<file path="src/shared/ldo_pkg.sv">
// Purpose: constants and types for the regulator control register bank
// Assumes: register offsets are byte addresses on the serial register port
// Notes: reset values are plain defaults

package ldo_pkg;

  // ==========================================================
  // sizes
  localparam int LDO_RAILS = 8;
  localparam int LDO_WIDE_IDX = 6;

  // ==========================================================
  // register offsets, index 0 is regulator 1
  localparam logic [7:0] LDO_WIDE_CODE_OFS = 8'h07;
  localparam logic [7:0] LDO_CTL_OFS [LDO_RAILS] = '{8'h0F, 8'h13, 8'h0C, 8'h10, 8'h0D, 8'h11, 8'h0E, 8'h12};
  localparam logic [7:0] LDO5_CTL_OFS = 8'h0D;
  localparam logic [7:0] LDO6_CTL_OFS = 8'h11;
  localparam logic [7:0] LDO7_CTL_OFS = 8'h0E;

  // ==========================================================
  // field positions
  localparam int LDO_DIS_BIT = 7;
  localparam int LDO_PG_BIT = 6;
  localparam int LDO_EN_BIT = 5;
  localparam int LDO_CODE_MSB = 4;
  localparam int LDO_RANGE_BIT = 6;
  localparam int LDO_WCODE_MSB = 5;
  localparam logic [1:0] LDO_TOP_BAND = 2'h3;
  localparam logic [3:0] LDO_TOP_LAST_STEP = 4'h1;

  // ==========================================================
  // reset values
  localparam logic [4:0] LDO_CODE_RST = 5'h00;
  localparam logic LDO_EN_RST = 1'b0;
  localparam logic LDO_DIS_RST = 1'b0;
  localparam logic [5:0] LDO_WCODE_RST = 6'h00;
  localparam logic LDO_RANGE_RST = 1'b0;
  localparam logic [7:0] LDO_UNMAPPED_RD = 8'h00;

  // ==========================================================
  // standard code table in millivolts: band base and step size
  localparam logic [11:0] LDO_BAND_BASE_MV [4] = '{12'h578, 12'h866, 12'h9F6, 12'hBB8};
  localparam logic [11:0] LDO_BAND_STEP_MV [4] = '{12'h064, 12'h032, 12'h032, 12'h064};

  typedef struct packed {
    logic discharge;
    logic enable;
    logic [4:0] code;
  } ldo_ctl_t;

  typedef logic [4:0] ldo_code_t;
  typedef logic [11:0] ldo_mv_t;

endpackage

</file>
<file path="src/ldo_ctl_regs.sv">
// Purpose: control register bank for the eight linear regulators
// Assumes: serial front end gives one-cycle read and write strobes
// Notes: pins and power-good comparator outputs are synchronous
`timescale 1ns/1ps

module ldo_ctl_regs
(
  input wire logic sys_clk,
  input wire logic rst,
  input wire logic [7:0] reg_addr,
  input wire logic reg_wr,
  input wire logic [7:0] reg_wdata,
  input wire logic reg_rd,
  output logic [7:0] reg_rdata,
  output logic reg_rvalid,
  input wire logic startup_done,
  input wire logic oscillator_rail_pin,
  input wire logic rx_rail_pin,
  input wire logic tx_rail_pin,
  input wire logic power_keep_pin,
  input wire logic [ldo_pkg::LDO_RAILS-1:0] pg_comp,
  output logic [ldo_pkg::LDO_RAILS-1:0] rail_on,
  output logic [ldo_pkg::LDO_RAILS-1:0] rail_discharge,
  output ldo_pkg::ldo_code_t rail_code [ldo_pkg::LDO_RAILS],
  output ldo_pkg::ldo_mv_t rail_target_mv [ldo_pkg::LDO_RAILS],
  output logic [5:0] wide_rail_voltage_code,
  output logic wide_rail_range_select
);
  import ldo_pkg::*;

  // ==========================================================
  // register state
  ldo_ctl_t ctl_r [LDO_RAILS];
  logic [LDO_RAILS-1:0] pg_r;
  logic [5:0] wcode_r;
  logic range_r;
  logic [LDO_RAILS-1:0] pin_req;
  logic wcode_ok;

  // pin to regulator assignment
  always_comb begin
    pin_req = {power_keep_pin, power_keep_pin, tx_rail_pin, rx_rail_pin, oscillator_rail_pin,
               power_keep_pin, power_keep_pin, power_keep_pin};
  end

  // top band of range 1 only has two steps
  always_comb begin
    wcode_ok = !(reg_wdata[LDO_RANGE_BIT] && reg_wdata[LDO_WCODE_MSB -: 2] == LDO_TOP_BAND &&
                 reg_wdata[3:0] > LDO_TOP_LAST_STEP);
  end

  // comparator already carries threshold and hysteresis
  always_ff @(posedge sys_clk) begin
    if (rst) begin
      pg_r <= '0;
    end else begin
      pg_r <= pg_comp;
    end
  end

  // ==========================================================
  // per-rail control registers and outputs
  genvar g;
  generate
    for (g = 0; g < LDO_RAILS; g++) begin : g_rail
      always_ff @(posedge sys_clk) begin
        if (rst) begin
          ctl_r[g] <= '{discharge: LDO_DIS_RST, enable: LDO_EN_RST, code: LDO_CODE_RST};
        end else if (reg_wr && reg_addr == LDO_CTL_OFS[g]) begin
          ctl_r[g].discharge <= reg_wdata[LDO_DIS_BIT];
          ctl_r[g].enable <= reg_wdata[LDO_EN_BIT];
          if (g != LDO_WIDE_IDX) begin
            ctl_r[g].code <= reg_wdata[LDO_CODE_MSB:0];
          end
        end
      end

      always_ff @(posedge sys_clk) begin
        if (rst) begin
          rail_on[g] <= 1'b0;
          rail_discharge[g] <= 1'b0;
          rail_code[g] <= LDO_CODE_RST;
          rail_target_mv[g] <= '0;
        end else begin
          rail_on[g] <= ctl_r[g].enable || (startup_done && pin_req[g]);
          rail_discharge[g] <= ctl_r[g].discharge && !(ctl_r[g].enable || (startup_done && pin_req[g]));
          rail_code[g] <= ctl_r[g].code;
          if (g == LDO_WIDE_IDX) begin
            rail_target_mv[g] <= '0;
          end else begin
            rail_target_mv[g] <= LDO_BAND_BASE_MV[ctl_r[g].code[4:3]] +
                                 12'(LDO_BAND_STEP_MV[ctl_r[g].code[4:3]] * ctl_r[g].code[2:0]);
          end
        end
      end
    end
  endgenerate

  // ==========================================================
  // wide-range rail code register
  always_ff @(posedge sys_clk) begin
    if (rst) begin
      wcode_r <= LDO_WCODE_RST;
      range_r <= LDO_RANGE_RST;
    end else if (reg_wr && reg_addr == LDO_WIDE_CODE_OFS && wcode_ok) begin
      wcode_r <= reg_wdata[LDO_WCODE_MSB:0];
      range_r <= reg_wdata[LDO_RANGE_BIT];
    end
  end

  always_ff @(posedge sys_clk) begin
    if (rst) begin
      wide_rail_voltage_code <= LDO_WCODE_RST;
      wide_rail_range_select <= LDO_RANGE_RST;
    end else begin
      wide_rail_voltage_code <= wcode_r;
      wide_rail_range_select <= range_r;
    end
  end

  // ==========================================================
  // read path
  logic [7:0] rd_nxt;

  always_comb begin
    rd_nxt = LDO_UNMAPPED_RD;
    if (reg_addr == LDO_WIDE_CODE_OFS) begin
      rd_nxt = {1'b0, range_r, wcode_r};
    end
    for (int i = 0; i < LDO_RAILS; i++) begin
      if (reg_addr == LDO_CTL_OFS[i]) begin
        rd_nxt = {ctl_r[i].discharge, pg_r[i], ctl_r[i].enable, ctl_r[i].code};
        if (i == LDO_WIDE_IDX) begin
          rd_nxt[LDO_CODE_MSB:0] = 5'h00;
        end
      end
    end
  end

  always_ff @(posedge sys_clk) begin
    if (rst) begin
      reg_rdata <= 8'h00;
      reg_rvalid <= 1'b0;
    end else begin
      reg_rvalid <= reg_rd;
      if (reg_rd) begin
        reg_rdata <= rd_nxt;
      end
    end
  end

  // ==========================================================
  // checks
  pg_read_a: assert property (@(posedge sys_clk) disable iff (rst)
    reg_rd && reg_addr == LDO5_CTL_OFS |=> reg_rdata[LDO_PG_BIT] == $past(pg_r[4]))
    else $error("power-good read mismatch");

  dis_idle_a: assert property (@(posedge sys_clk) disable iff (rst)
    rail_discharge[5] |-> !rail_on[5])
    else $error("discharge while rail on");

  wide_ro_a: assert property (@(posedge sys_clk) disable iff (rst)
    reg_rd && reg_addr == LDO7_CTL_OFS |=> reg_rdata[4:0] == 5'h00)
    else $error("wide rail low bits not zero");

  rail6_en_a: assert property (@(posedge sys_clk) disable iff (rst)
    reg_wr && reg_addr == LDO6_CTL_OFS && reg_wdata[LDO_EN_BIT] |=> ##1 rail_on[5])
    else $error("rail6 enable not applied");

  code_write_a: assert property (@(posedge sys_clk) disable iff (rst)
    reg_wr && reg_addr == LDO6_CTL_OFS |-> ##2 rail_code[5] == $past(reg_wdata[4:0], 2))
    else $error("rail6 code not applied");

  band_mv_a: assert property (@(posedge sys_clk) disable iff (rst)
    rail_code[4] == 5'h18 && $stable(rail_code[4]) |-> rail_target_mv[4] == 12'hBB8)
    else $error("band decode wrong");

  wide_reject_a: assert property (@(posedge sys_clk) disable iff (rst)
    reg_wr && reg_addr == LDO_WIDE_CODE_OFS && reg_wdata == 8'h72 |=> $stable(wcode_r) && $stable(range_r))
    else $error("unavailable code accepted");

  wide_range_a: assert property (@(posedge sys_clk) disable iff (rst)
    reg_wr && reg_addr == LDO_WIDE_CODE_OFS && wcode_ok |=> ##1
    wide_rail_range_select == $past(reg_wdata[LDO_RANGE_BIT], 2) &&
    wide_rail_voltage_code == $past(reg_wdata[5:0], 2))
    else $error("wide code not applied");

  pin_on_a: assert property (@(posedge sys_clk) disable iff (rst)
    startup_done && tx_rail_pin |=> rail_on[5])
    else $error("pin did not enable rail6");

  pg_track_a: assert property (@(posedge sys_clk) disable iff (rst)
    pg_comp[5] |=> pg_r[5])
    else $error("power-good not tracking");

  pg_clear_a: assert property (@(posedge sys_clk) disable iff (rst)
    !pg_comp[5] |=> !pg_r[5])
    else $error("power-good not cleared");

  dis_read_a: assert property (@(posedge sys_clk) disable iff (rst)
    reg_rd && reg_addr == LDO6_CTL_OFS |=> reg_rdata[LDO_DIS_BIT] == $past(ctl_r[5].discharge))
    else $error("discharge read mismatch");

  pin_gate_a: assert property (@(posedge sys_clk) disable iff (rst)
    !startup_done && !ctl_r[0].enable |=> !rail_on[0])
    else $error("pin acted before startup");

  keep_pin_a: assert property (@(posedge sys_clk) disable iff (rst)
    startup_done && power_keep_pin |=> rail_on[0] && rail_on[1] && rail_on[2] && rail_on[6] && rail_on[7])
    else $error("keep pin did not enable rails");

  en_or_a: assert property (@(posedge sys_clk) disable iff (rst)
    ctl_r[5].enable |=> rail_on[5])
    else $error("enable bit did not switch rail on");

endmodule

</file>
<file path="config.mk">
export PLATFORM = sky130hd
export DESIGN_NAME = ldo_ctl_regs
export DESIGN_NICKNAME = d
export VERILOG_FILES = /design/src/shared/ldo_pkg.sv /design/src/ldo_ctl_regs.sv
export SDC_FILE = /design/constraint.sdc
export NUM_CORES = 1
export LEC_CHECK = 0
export ABC_AREA = 1
export BUFFER_PORTS_ARGS = -buffer_cell sky130_fd_sc_hd__buf_2
export CAP_MARGIN = 40
export CORE_UTILIZATION = 61
export CTS_CLUSTER_DIAMETER = 80
export CTS_CLUSTER_SIZE = 12
export DETAILED_ROUTE_END_ITERATION = 6
export PLACE_DENSITY = 0.85
export SKIP_LAST_GASP = 1
export SLEW_MARGIN = 20
export SYNTH_ARGS = -nofsm -noshare
export SYNTH_HDL_FRONTEND = slang
export SYNTH_SLANG_ARGS = --single-unit
</file>
<file path="constraint.sdc">
create_clock -name sys_clk -period 6.5 [get_ports sys_clk]
set_clock_uncertainty 0.1 [all_clocks]
set_input_delay 1.3 -clock sys_clk [delete_from_list [all_inputs] [get_ports sys_clk]]
set_output_delay 1.3 -clock sys_clk [all_outputs]
set_load 0.02 [all_outputs]
</file>
* Word-level counts from Yosys, hierarchy flattened *
Memories as Yosys holds them, arrays and structs flattened.
Cells that the tools add are included.

storage, ports and cells
  bits in registers = 171
  latch bits = 0
  memory bits (writable) = 56
  bits in read-only memories = 0
  bits of input ports = 33
  output and inout port bits = 168
  word-level logic and storage cells = 242
  memories kept = 1

memory list
  name   depth  width  rd ports  clocked after Yosys merged registers in  write ports  RTL line            RTL
  ctl_r  8      7      8         0                                        8            ldo_ctl_regs.sv:33  ldo_ctl_t ctl_r [LDO_RAILS];

cells by class
  add/sub/neg operators = 7
  $mul = 7
  div/mod/pow operators = 0
  order comparisons = 8
  equal/unequal tests = 10
  shifts and indexed selects = 0
  muxes and demuxes = 100
  bitwise logic cells = 30
  reduce and logical (&&, ||, !) cells = 41

operators with widths
  cell                  count
  $bmux W12 S2          14
  $mux W12              28
  $add A12 B12 Y12      7
  $mul A12 B3 Y12       7
  $mux W8               8
  $mux W1               42
  $mux W5               7
  $eq A8 B4 Y1 const B  4
  $eq A8 B5 Y1 const B  4
  $logic_and A1 B1 Y1   24
  $or A1 B1 Y1          23
  $ge A3 B3 Y1 const B  7
  $not A2 Y3            7
  $logic_not A1 Y1      9
  $eq A8 B3 Y1 const B  1
  $logic_or A1 B1 Y1    8
  $mux W7               1
  $gt A4 B1 Y1 const B  1
  $eq A2 B2 Y1 const B  1

* Longest topological paths before layout *
Gate-level depths: netlist (run 1).

  word-level depth = 10
  mapped depth = 22
  mapped depth without buffers = 21

* Worst setup path after synthesis (run 1) *
No wires, ideal clock.

  path kind = register to register
  start point = mem ctl_r[1][11] (netlist name)
  end point = reg rail_target_mv[33] (netlist name)
  library setup time = 0.126 ns
  arrival time = 3.232 ns
  data required time = 6.274 ns
  path slack = 3.042 ns
  cell stages (with the launch flop) = 18
  path buffers = 1
  clock period less this slack = 3.458 ns
  cell sequence = edfxtp_1 inv_1 ha_1 clkbuf_1 nand2_1 o21ai_0 inv_1 ha_1 inv_1 fa_1 inv_1 ha_1 a21oi_1 inv_1 a31oi_1 o21ai_0 o21ai_0 a21oi_1

RTL lines
  element                         RTL line            RTL
  start: declaration              ldo_ctl_regs.sv:33
  end signal: indexed assignment  ldo_ctl_regs.sv:91  rail_target_mv[g] <= LDO_BAND_BASE_MV[ctl_r[g].code[4:3]] +
  end: declaration                ldo_ctl_regs.sv:25  output ldo_pkg::ldo_mv_t rail_target_mv [ldo_pkg::LDO_RAILS],

==> results of run 1 <==
## cell type report
type	instances	share of cell area, %
diodes	4	0.0759
well taps	229	2.17
inverters	286	8.14
clock buffers	30	4.24
multi-input cells	884	42.5
repair buffers	185	7.08
clock inverters	1	0.0664
flip-flops and latches	210	35.8
## per-stage QoR
stage                     instance area, µm²  setup slack, ns
after global routing                   13200             2.40
after CTS                              13200             2.79
after detailed placement               12600             2.81
after global placement                 12600             2.91
final                                  13200             2.78
after floorplan                        11700             3.04
## worst max-delay path: cells and delay by family, from the launching register on
family                     cells  cell delay, ns
buffers and inverters          3            0.34
and+or+nand+nor                3            0.41
AOI/OAI and AO/OA              4            0.75
DFF                            1            0.39
adders and majority gates      5            1.61
## cell families (layout without fill, tap and decap cells)
kind of cell	count (synthesis)	after routing	share of synthesized area, %
adder cells (fa/ha/maj)	154	154	19.9
AND/OR/NAND/NOR	464	464	16.5
buffers and inverters	339	502	11.8
XOR/XNOR	5	5	0.379
other	2	35	0.0649
AO/OA/AOI/OAI	230	230	10.6
flip-flops	210	210	40.8
## path summary, 6_finish.rpt
kind / slack [ns] / depth (start not counted) / end / start
worst max-delay path: 2.78 / 15 / rail_target_mv[32] / ctl_r[1][11]
worst min-delay path: 0.38 / 2 / reg_rdata[6] / reg_rdata[6]
worst max register to register: 2.78 / 15 / rail_target_mv[32] / ctl_r[1][11]
worst min register to register: 0.38 / 2 / reg_rdata[6] / reg_rdata[6]
## power breakdown
| group | internal, mW | switching (mW) |
|---|---|---|
| Sequential | 1.49 | 0.0465 |
| Combinational | 0.425 | 0.786 |
| Clock | 0.591 | 0.468 |
## metal layers
metal | part of all wire, % | up-vias | GRT usage, %
met2 | 47 | 431 | 46.1
met5 | 0 | - | 0
met1 | 42 | 4401 | 35.4
met3 | 7.2 | 78 | 3.41
met4 | 3.4 | 0 | 10.8
li1 | - | 4734 | -
## placed cells by master, fill, tap and decap left out, drive strengths merged, types with 5 or more instances in the layout
cell type,instances
a21oi,123
a31oi,5
buf,185
clkbuf,30
conb,31
dfxtp,159
edfxtp,51
fa,50
ha,104
inv,286
nand2,175
nand3,40
nand4,21
nor2,212
nor3,8
o21a,12
o21ai,75
o21bai,6
o22ai,5
xor2,5
## state kept, by name, summed over array words and instances, names as in the netlist
register                flops
wide_rail_range_select      1
wide_rail_voltage_code      6
rail_target_mv             77
rail_discharge              8
reg_rdata                   8
ctl_r                      51
rail_code                  35
range_r                     1
pg_r                        8
reg_rvalid                  1
rail_on                     8
wcode_r                     6
==> metrics.md, run 1 <==
| Metric | Value |
|---|---|
| Post-route insts no fill | between 1500 and 2000 |
| # DRC | 0 |
| CTS clock-pin slew for the worst setup and hold paths | 0.06 ns |
| Max transition margin | 51.7% |
| Pre-antenna DRT Iters | 5 |
| Final hold vios | 0 |
| Initial antenna violation count | 3 |
| Syn Area/Cell | roughly 8.2 µm² |
| Critical Path Slowest Stage Cell | o31ai_1 |
| Worst Tran Pin Value | 0.724 ns |
| Final #Nets | 1775 |
| CP cell instances | inv_1 > ha_1 > nand2_1 > inv_1 > ha_1 > ha_1 > ha_1 > inv_1 > fa_1 > o31ai_1 > nand2_1 > nand2_1 > a21oi_1 > o21ai_0 > a21oi_1 |
| H-Tree Depth | 1 |
| Most frequent CP cell | ha_1 |
| Crit start category | register |
| Final RePlAce weighted congestion | 0.932 |
| Die X | 140 µm |
| CTS tree | done |
| CTS resizes | 0 |
| Synth Cell Area | 0.0116 mm² |
| Total setup buffers inserted after CTS | 0 |
| Clk_lat worst skew | 0.49 ns |
| Post-synth top area share | 27.5% |
| Setup TNS | 0 ns |
| Starting Density | 63.3% |
| Die area | 0.0195 mm² |
| Vias | 9644 |
| # IOs | 201 |
| Drt via density | roughly 5.3 |
| Worst EP required | 6.78 ns |
| Antenna viol nets, final | 0 |
| Largest area contributor in the netlist | dfxtp_1 |
| DRT Wirelength | 26800 µm |
| First-pass GRT wire length | approximately 43000 µm |
| Final HPWL DP | 20300 µm |
| Vias in the first global route | 9237 |
| Most frequent cell after synthesis | inv_1 |
| Register bit total from synthesis | 210 |
| FMAX | 269 MHz |
| Worst Path Max Fanout | 11 |
| EDFF count, synth | roughly 50 |
| Leak | 6.98 nW |
| Root Buffer | clkbuf_16 |
| Total track usage | 27.2% |
| Worst EP arrival | 4.00 ns |
| Top post-synthesis cells by area | dfxtp_1, edfxtp_1, ha_1, inv_1, fa_1 |
| Post-synth top cells | inv_1, nor2_1, nand2_1 |
| Power Density | 289 mW/mm² |
| # Max-Cap Violations | 0 |
| Placed insts | 1792 |
| Num rows | 49 |
| CTS Buffer Depth | 3 |
| Synth-to-Final Area Change | 14.0% |
| Filler cell count | about 1400 |
| Post-synthesis sequential area ratio | 40.8% |
| Final core occ | between 70% and 80% |
| Pwr Total | 3.80 mW |
| Port bufs | approximately 180 |
| Clk sinks | 210 |
| Drt initial violations | 650 |
| Yosys cell types | 36 |
| Syn. warnings | 0 |
| Share of cells above drive strength 1 | 13.8% |
| Top FF cell, synth | dfxtp_1 |
| Worst setup EP type | register |
| Crit-path max cell delay | 0.47 ns |
| Crit Path Category | register to register |
| Area of the multi-input gates | 0.00560 mm² |
| Hold-fix buffers at CTS | 0 |
| HP Class | register to register |
| Per-cell routed wire length | 14.7 µm |
| Final Slew Violations | 0 |
| Final Cycle Share | 57.3% |
| Async SR Flop Fraction | 0% |
| Final global-route overflow total | 0 |
| Cts bufs inserted | 21 |
| Final setup fails | 0 |
| Seq. cell area | 0.00471 mm² |
| Instance count of the mapped netlist | 1404 |
| Largest net degree at the start of global routing | 67 |
| RSZ-0062 raised after global routing | no |
| Core area | 0.0183 mm² |
| Die Height | 140 µm |
| Hold Slack | 0.375 ns |
| Min cycle time layout | 3.72 ns |
| Status | complete, no violations |
| Max IR drop VDD | 0.207 mV |
Note: power is estimated with default switching activity, not from simulation.
==> run 2, diff against run 1 <==
Settings changed: CORE_UTILIZATION 61 to 57, PLACE_DENSITY 0.85 to 0.8.
Clock period 6.5 ns to 3.5 ns, I/O delays scaled along.
==> metrics.md, run 2 (synthesized netlist as in run 1, its figures left out) <==
| Metric | Value |
|---|---|
| Status | complete, no violations |
| Final global-route overflow total | 0 (unchanged) |
| Drt initial violations | 598 (-8.0%) |
| Share of cells above drive strength 1 | 16.7% (+3.0 points) |
| DRT Wirelength | 27500 µm (+2.6%) |
| Setup TNS | 0 ns (unchanged) |
| Worst setup EP type | register |
| HP Class | input port to register |
| End of the worst register-to-register path | rail_target_mv[57] |
| Vias in the first global route | 9162 (-0.81%) |
| Hold-fix buffers at CTS | 0 (unchanged) |
| Clk_lat worst skew | 0.51 ns (+0.02 ns) |
| Per-cell routed wire length | 14.5 µm (-0.96%) |
| Starting Density | 58.9% (-4.5 points) |
| Internal Power | 4.74 mW (+89%) |
| Hold wc startpoint | pg_comp[4] |
| Reg2Reg Depth | 18 (+3) |
| Final setup fails | 0 (unchanged) |
| Hold Slack | 0.301 ns (-0.0740 ns) |
| Die Height | 144 µm (+3.4%) |
| Leak | 7.11 nW (+1.9%) |
| Largest net degree at the start of global routing | 49 (-27%) |
| Final hold vios | 0 (unchanged) |
| # IOs | 201 (unchanged) |
| Most frequent cells in the layout | inv_1, nor2_1, buf_2 |
| Max IR drop VDD | 0.393 mV (+89%) |
| Max reg flops | 77 (unchanged) |
| Final #Nets | 1801 (+1.5%) |
| Sw frac | 34.5% (+0.33 points) |
| Max transition margin | 61.9% (+10 points) |
| Worst Tran Pin Value | 0.571 ns (-0.153 ns) |
| Cts bufs inserted | 21 (unchanged) |
| First-pass GRT wire length | 43200 µm (+0.42%) |
| WHS Endpoint | pg_r[4] |
| Reg2Reg Setup Slack | 0.17 ns (-2.61 ns) |
| Power Density | 532 mW/mm² (+84%) |
| # DRC | 0 (unchanged) |
| Power share of the combinational group | 33.0% (+1.2 points) |
| Crit start category | register |
| Worst EP required | 3.80 ns (-2.98 ns) |
| Clk sinks | 210 (unchanged) |
| Core area | 0.0197 mm² (+7.6%) |
| Vias | 9642 (-0.021%) |
| Largest regs | rail_target_mv x77, ctl_r x51, rail_code x35 |
| CTS clock-pin slew for the worst setup and hold paths | 0.07 ns (about the same) |
| Min cycle time layout | 3.33 ns (-0.394 ns) |
| Initial antenna violation count | 3 (unchanged) |
| Final RePlAce weighted congestion | 0.939 (+0.69%) |
| Final Slew Violations | 0 (unchanged) |
| Pre-antenna DRT Iters | 5 (unchanged) |
| Drt via density | 5.09 (-3.5%) |
| CTS Buffer Depth | 3 (unchanged) |
| # Max-Cap Violations | 0 (unchanged) |
| Total track usage | 26.4% (-0.81 points) |
| Die X | 144 µm (+3.4%) |
| Num rows | 51 (+4.1%) |
| R2R Path Start | ctl_r[0][25] |
| Synth-to-Final Area Change | 17.7% |
| Crit Path Category | register to register |
| Die area | 0.0209 mm² (+6.9%) |
| Clock share of power | 27.7% (about the same) |
| RSZ-0062 raised after global routing | yes |
| Worst EP arrival | 3.62 ns (-0.38 ns) |
| Final HPWL DP | 20700 µm (+2.2%) |
| Hold Path Depth | 3 (+1) |
| Port bufs | 176 (unchanged) |
| CTS tree | done |
| Most common cell after layout, fill and taps aside | inv_1 |
| Worst Path Max Fanout | 7 (-4) |
| H-Tree Depth | 1 (unchanged) |
| FMAX | 301 MHz (+12%) |
| Final Cycle Share | 95.1% (+38 points) |
| Root Buffer | clkbuf_16 |
| Power share of the sequential group | 39.3% (-1.0 points) |
| Psw | 2.50 mW (+92%) |
| Top reg by flops | rail_target_mv |
| Antenna viol nets, final | 0 (unchanged) |
==> run 2: changes by cell type in the layout (fill, tap and decap cells not counted), moves of 5 or more <==
cell,before,now
buf_2,182,177
a21oi_2,0,5
ha_1,104,95
buf_4,3,31
o21ai_1,3,12
o21ai_0,72,62
ha_4,0,7
a21oi_1,123,118
==> run 2: worst max path at each step <==
stage / to / slack (ns) / cells after the start / from
floorplan: rail_target_mv[33] / 0.04 / 17 / ctl_r[1][11]
global placement: rail_target_mv[56] / 0.15 / 14 / ctl_r[0][25]
detailed placement: rail_target_mv[45] / 0.01 / 14 / ctl_r[1][3]
CTS: rail_target_mv[45] / 0.003 / 16 / ctl_r[1][3]
global route: rail_target_mv[45] / -0.06 / 16 / ctl_r[1][3]
finish: rail_target_mv[57] / 0.17 / 18 / ctl_r[0][25]
==> run 2: power by group through the flow <==
stage	registers (mW)	logic, mW	clock network (mW)
4_1_cts	2.85	2.29	2.04
5_1_grt	2.87	2.70	2.13
2_1_floorplan	3.21	1.34	0
3_5_place_dp	2.89	2.27	0
6_report	2.85	2.39	2.01
3_3_place_gp	2.90	2.19	0
==> run 2: metrics by stage <==
step / instance area (µm²) / util (%) / power, mW / instances / worst slack [ns]
2_1_floorplan: 11700 / - / 4.55 / 1433 / 0.0420
3_3_place_gp: 12800 / 65.2 / 5.09 / 1849 / 0.149
3_5_place_dp: 12800 / 65.3 / 5.16 / 1852 / 0.0112
4_1_cts: 13400 / 68.3 / 7.17 / 1885 / 0.00256
5_1_grt: 13600 / 69.3 / 7.70 / 1891 / -0.0648
6_report: 13600 / 69.3 / 7.24 / 1894 / 0.172
==> run 2: worst max-delay path, cell delays in order, from the launching register on <==
cell and delay [ns]:
edfxtp_1 0.41, inv_1 0.19, ha_4 0.24, buf_4 0.17, nor2_2 0.16, ha_1 0.17, inv_1 0.05, fa_1 0.53
inv_1 0.07, ha_1 0.28, nand3_1 0.07, nand2_1 0.15, a21oi_2 0.09, nor2_1 0.09, nor2_1 0.05, o21bai_1 0.19
nand2_1 0.11, nand2_1 0.07, nor2_1 0.03
==> run 2: timing repair <==
action,4_1_cts,5_1_grt
pin swaps,0,5
endpoints found under the hold margin,0,0
cloned,0,0
buffers inserted,0,3
gates resized for setup,2,41
endpoints found under the setup margin,2,30
==> run 2: metal layers <==
| metal | part of all wire [%] | vias to the layer above | GRT usage, % |
|---|---|---|---|
| met5 | 0.036 | - | 0 |
| met4 | 4.6 | 2 | 12.6 |
| met3 | 6.0 | 88 | 3.74 |
| met2 | 47 | 346 | 44.2 |
| met1 | 42 | 4416 | 33.5 |
| li1 | - | 4790 | - |
==> run 2: cell type report <==
| cell class | instances | area (µm²) |
|---|---|---|
| diodes | 5 | 12.5 |
| clock buffers | 32 | 567 |
| clock inverters | 1 | 8.76 |
| fillers | 1573 | 6030 |
| inverters | 286 | 1070 |
| multi-input cells | 884 | 5760 |
| flip-flops and latches | 210 | 4710 |
| well taps | 265 | 332 |
| repair buffers | 211 | 1150 |
==> run 3, diff against run 2 <==
Settings changed: CORE_MARGIN set to 2, SETUP_SLACK_MARGIN set to 0.1.
==> metrics.md, run 3 (synthesized netlist as in run 1, its figures left out) <==
| Metric | Value |
|---|---|
| Critical Path Slowest Stage Cell | fa_1 |
| Psw | 2.50 mW (about the same) |
| Synth-to-Final Area Change | 18.5% |
| Final hold vios | 0 (unchanged) |
| # Max-Cap Violations | 0 (unchanged) |
| Internal Power | 4.76 mW (+0.39%) |
| Most common cell after layout, fill and taps aside | inv_1 |
| RSZ-0062 raised after global routing | no |
| Place WS | -0.0483 ns (-0.0594 ns) |
| Final global-route overflow total | 0 (unchanged) |
| CTS tree | done |
| Vias | 9834 (+2.0%) |
| Clk_lat worst skew | 0.49 ns (-0.02 ns) |
| Vias in the first global route | 9368 (+2.2%) |
| Num rows | 52 (+2.0%) |
| Final RePlAce weighted congestion | 0.931 (-0.84%) |
| Total track usage | 25.2% (-1.2 points) |
| Seq. cell area | 0.00471 mm² (unchanged) |
| Worst setup EP type | register |
| FMAX | 306 MHz (+1.8%) |
| Final #Nets | 1807 (+0.33%) |
| First-pass GRT wire length | 44200 µm (+2.3%) |
| Power share of the combinational group | 33.5% (+0.5 points) |
| CP cell instances | inv_2 > ha_1 > buf_6 > nor2_2 > ha_1 > inv_1 > fa_1 > inv_1 > fa_1 > nand2_1 > nand2_1 > a21oi_1 > inv_1 > buf_4 > nand4_1 > nand3_1 > nand2_1 > nor2_1 |
| Crit start category | register |
| Final Slew Violations | 0 (unchanged) |
| Clk sinks | 210 (unchanged) |
| Drt initial violations | 748 (+25%) |
| Initial antenna violation count | 6 (+3) |
| Worst EP arrival | 3.54 ns (-0.08 ns) |
| Min cycle time layout | 3.27 ns (-0.0584 ns) |
| Crit-path max cell delay | 0.47 ns (-0.06 ns) |
| Pre-antenna DRT Iters | 5 (unchanged) |
| Port bufs | 176 (unchanged) |
| Max reg flops | 77 (unchanged) |
| Die X | 146 µm (+1.4%) |
| Starting Density | 57.5% (-1.3 points) |
| Root Buffer | clkbuf_16 |
| Pwr Total | 7.26 mW (+0.27%) |
| Clock share of power | 27.3% (-0.4 points) |
| Core area | 0.0201 mm² (+2.3%) |
| DRT Wirelength | 27900 µm (+1.4%) |
| Status | complete, no violations |
| Area of the multi-input gates | 0.00580 mm² (+0.70%) |
| Worst Tran Pin Value | 0.552 ns (-0.0185 ns) |
| Setup TNS | 0 ns (unchanged) |
| Cts bufs inserted | 21 (unchanged) |
| Filler cell count | 1591 (+1.1%) |
| Antenna viol nets, final | 0 (unchanged) |
| Leak | 7.13 nW (+0.32%) |
| H-Tree Depth | 1 (unchanged) |
| CTS clock-pin slew for the worst setup and hold paths | 0.06 ns (about the same) |
| Die Height | 146 µm (+1.4%) |
| Max transition margin | 63.2% (+1.2 points) |
| Final setup fails | 0 (unchanged) |
| Most frequent cells in the layout | inv_1, nor2_1, buf_2 |
| Die area | 0.0215 mm² (+2.8%) |
| Final worst slack | 0.231 ns (+0.0584 ns) |
| Max IR drop VDD | 0.313 mV (-20%) |
| Sw frac | 34.4% (-0.080 points) |
| HP Class | input port to register |
| Final HPWL DP | 20800 µm (+0.42%) |
| Worst Path Max Fanout | 10 (+3) |
| # DRC | 0 (unchanged) |
| Hold-fix buffers at CTS | 0 (unchanged) |
| Top reg by flops | rail_target_mv |
| Drt via density | 5.16 (+1.5%) |
| Power share of the sequential group | 39.2% (about the same) |
| Largest net degree at the start of global routing | 50 (+2.0%) |
| CTS Buffer Depth | 3 (unchanged) |
| Largest regs | rail_target_mv x77, ctl_r x51, rail_code x35 |
| Power Density | 530 mW/mm² (-0.36%) |
| Crit Path Category | register to register |
| Share of cells above drive strength 1 | 17.7% (+0.99 points) |
| Per-cell routed wire length | 14.6 µm (+0.83%) |
| Final Cycle Share | 93.4% (-1.7 points) |
| Worst EP required | 3.77 ns (-0.03 ns) |
| # IOs | 201 (unchanged) |
-- run 3: cell type report --
| class | count | area share, % |
|---|---|---|
| clock inverter | 1 | 0.0639 |
| timing repair buffer | 217 | 8.74 |
| antenna | 5 | 0.0913 |
| inverter | 286 | 7.83 |
| sequential | 210 | 34.4 |
| tap | 270 | 2.46 |
| clock buffer | 31 | 4.11 |
| multi-input combinational | 884 | 42.3 |
-- run 3: metal layers --
| metal | global-route usage (%) | part of all wire [%] |
|---|---|---|
| met5 | 0 | 0.047 |
| met4 | 10.2 | 3.7 |
| met3 | 3.22 | 6.8 |
| met2 | 42.7 | 48 |
| met1 | 33.0 | 42 |
-- run 3: critical path: cells and delay by family, from the launching register on --
kind,cells,cell delay (ns)
compound gates,1,0.12
flops,1,0.42
fa+ha+maj,4,1.37
buf+inv,6,0.57
simple gates,7,0.55
-- run 3: stage by stage --
| step | utilization, % | hold slack, ns | instance area, µm² | cells |
|---|---|---|---|---|
| after floorplan | - | 0.325 | 11700 | 1433 |
| after global placement | 63.7 | 0.350 | 12800 | 1853 |
| after detailed placement | 63.9 | 0.352 | 12900 | 1858 |
| after CTS | 66.9 | 0.307 | 13500 | 1890 |
| after global routing | 68.2 | 0.320 | 13700 | 1903 |
| final | 68.2 | 0.322 | 13700 | 1904 |
-- run 3: path summary, 6_finish.rpt --
path	startpoint	to	slack, ns	cells after the start
setup / recovery	ctl_r[1][24]	rail_target_mv[10]	0.23	18
hold reg to reg	wcode_r[4]	wide_rail_voltage_code[4]	0.36	2
hold / removal	pg_comp[5]	pg_r[5]	0.32	3
setup reg to reg	ctl_r[1][24]	rail_target_mv[10]	0.23	18
-- run 3: power by group through the flow --
stage | Sequential (mW) | Combinational [mW] | Clock [mW]
after floorplan | 3.21 | 1.34 | 0
after global placement | 2.90 | 2.19 | 0
after CTS | 2.85 | 2.29 | 2.01
after global routing | 2.87 | 2.73 | 2.09
after detailed placement | 2.90 | 2.26 | 0
final | 2.85 | 2.43 | 1.98
-- run 3: repair_timing --
item,CTS,global route
buffers inserted,0,9
endpoints found under the setup margin,6,31
pin swaps,0,2
resized for setup,6,48
gates cloned,0,0
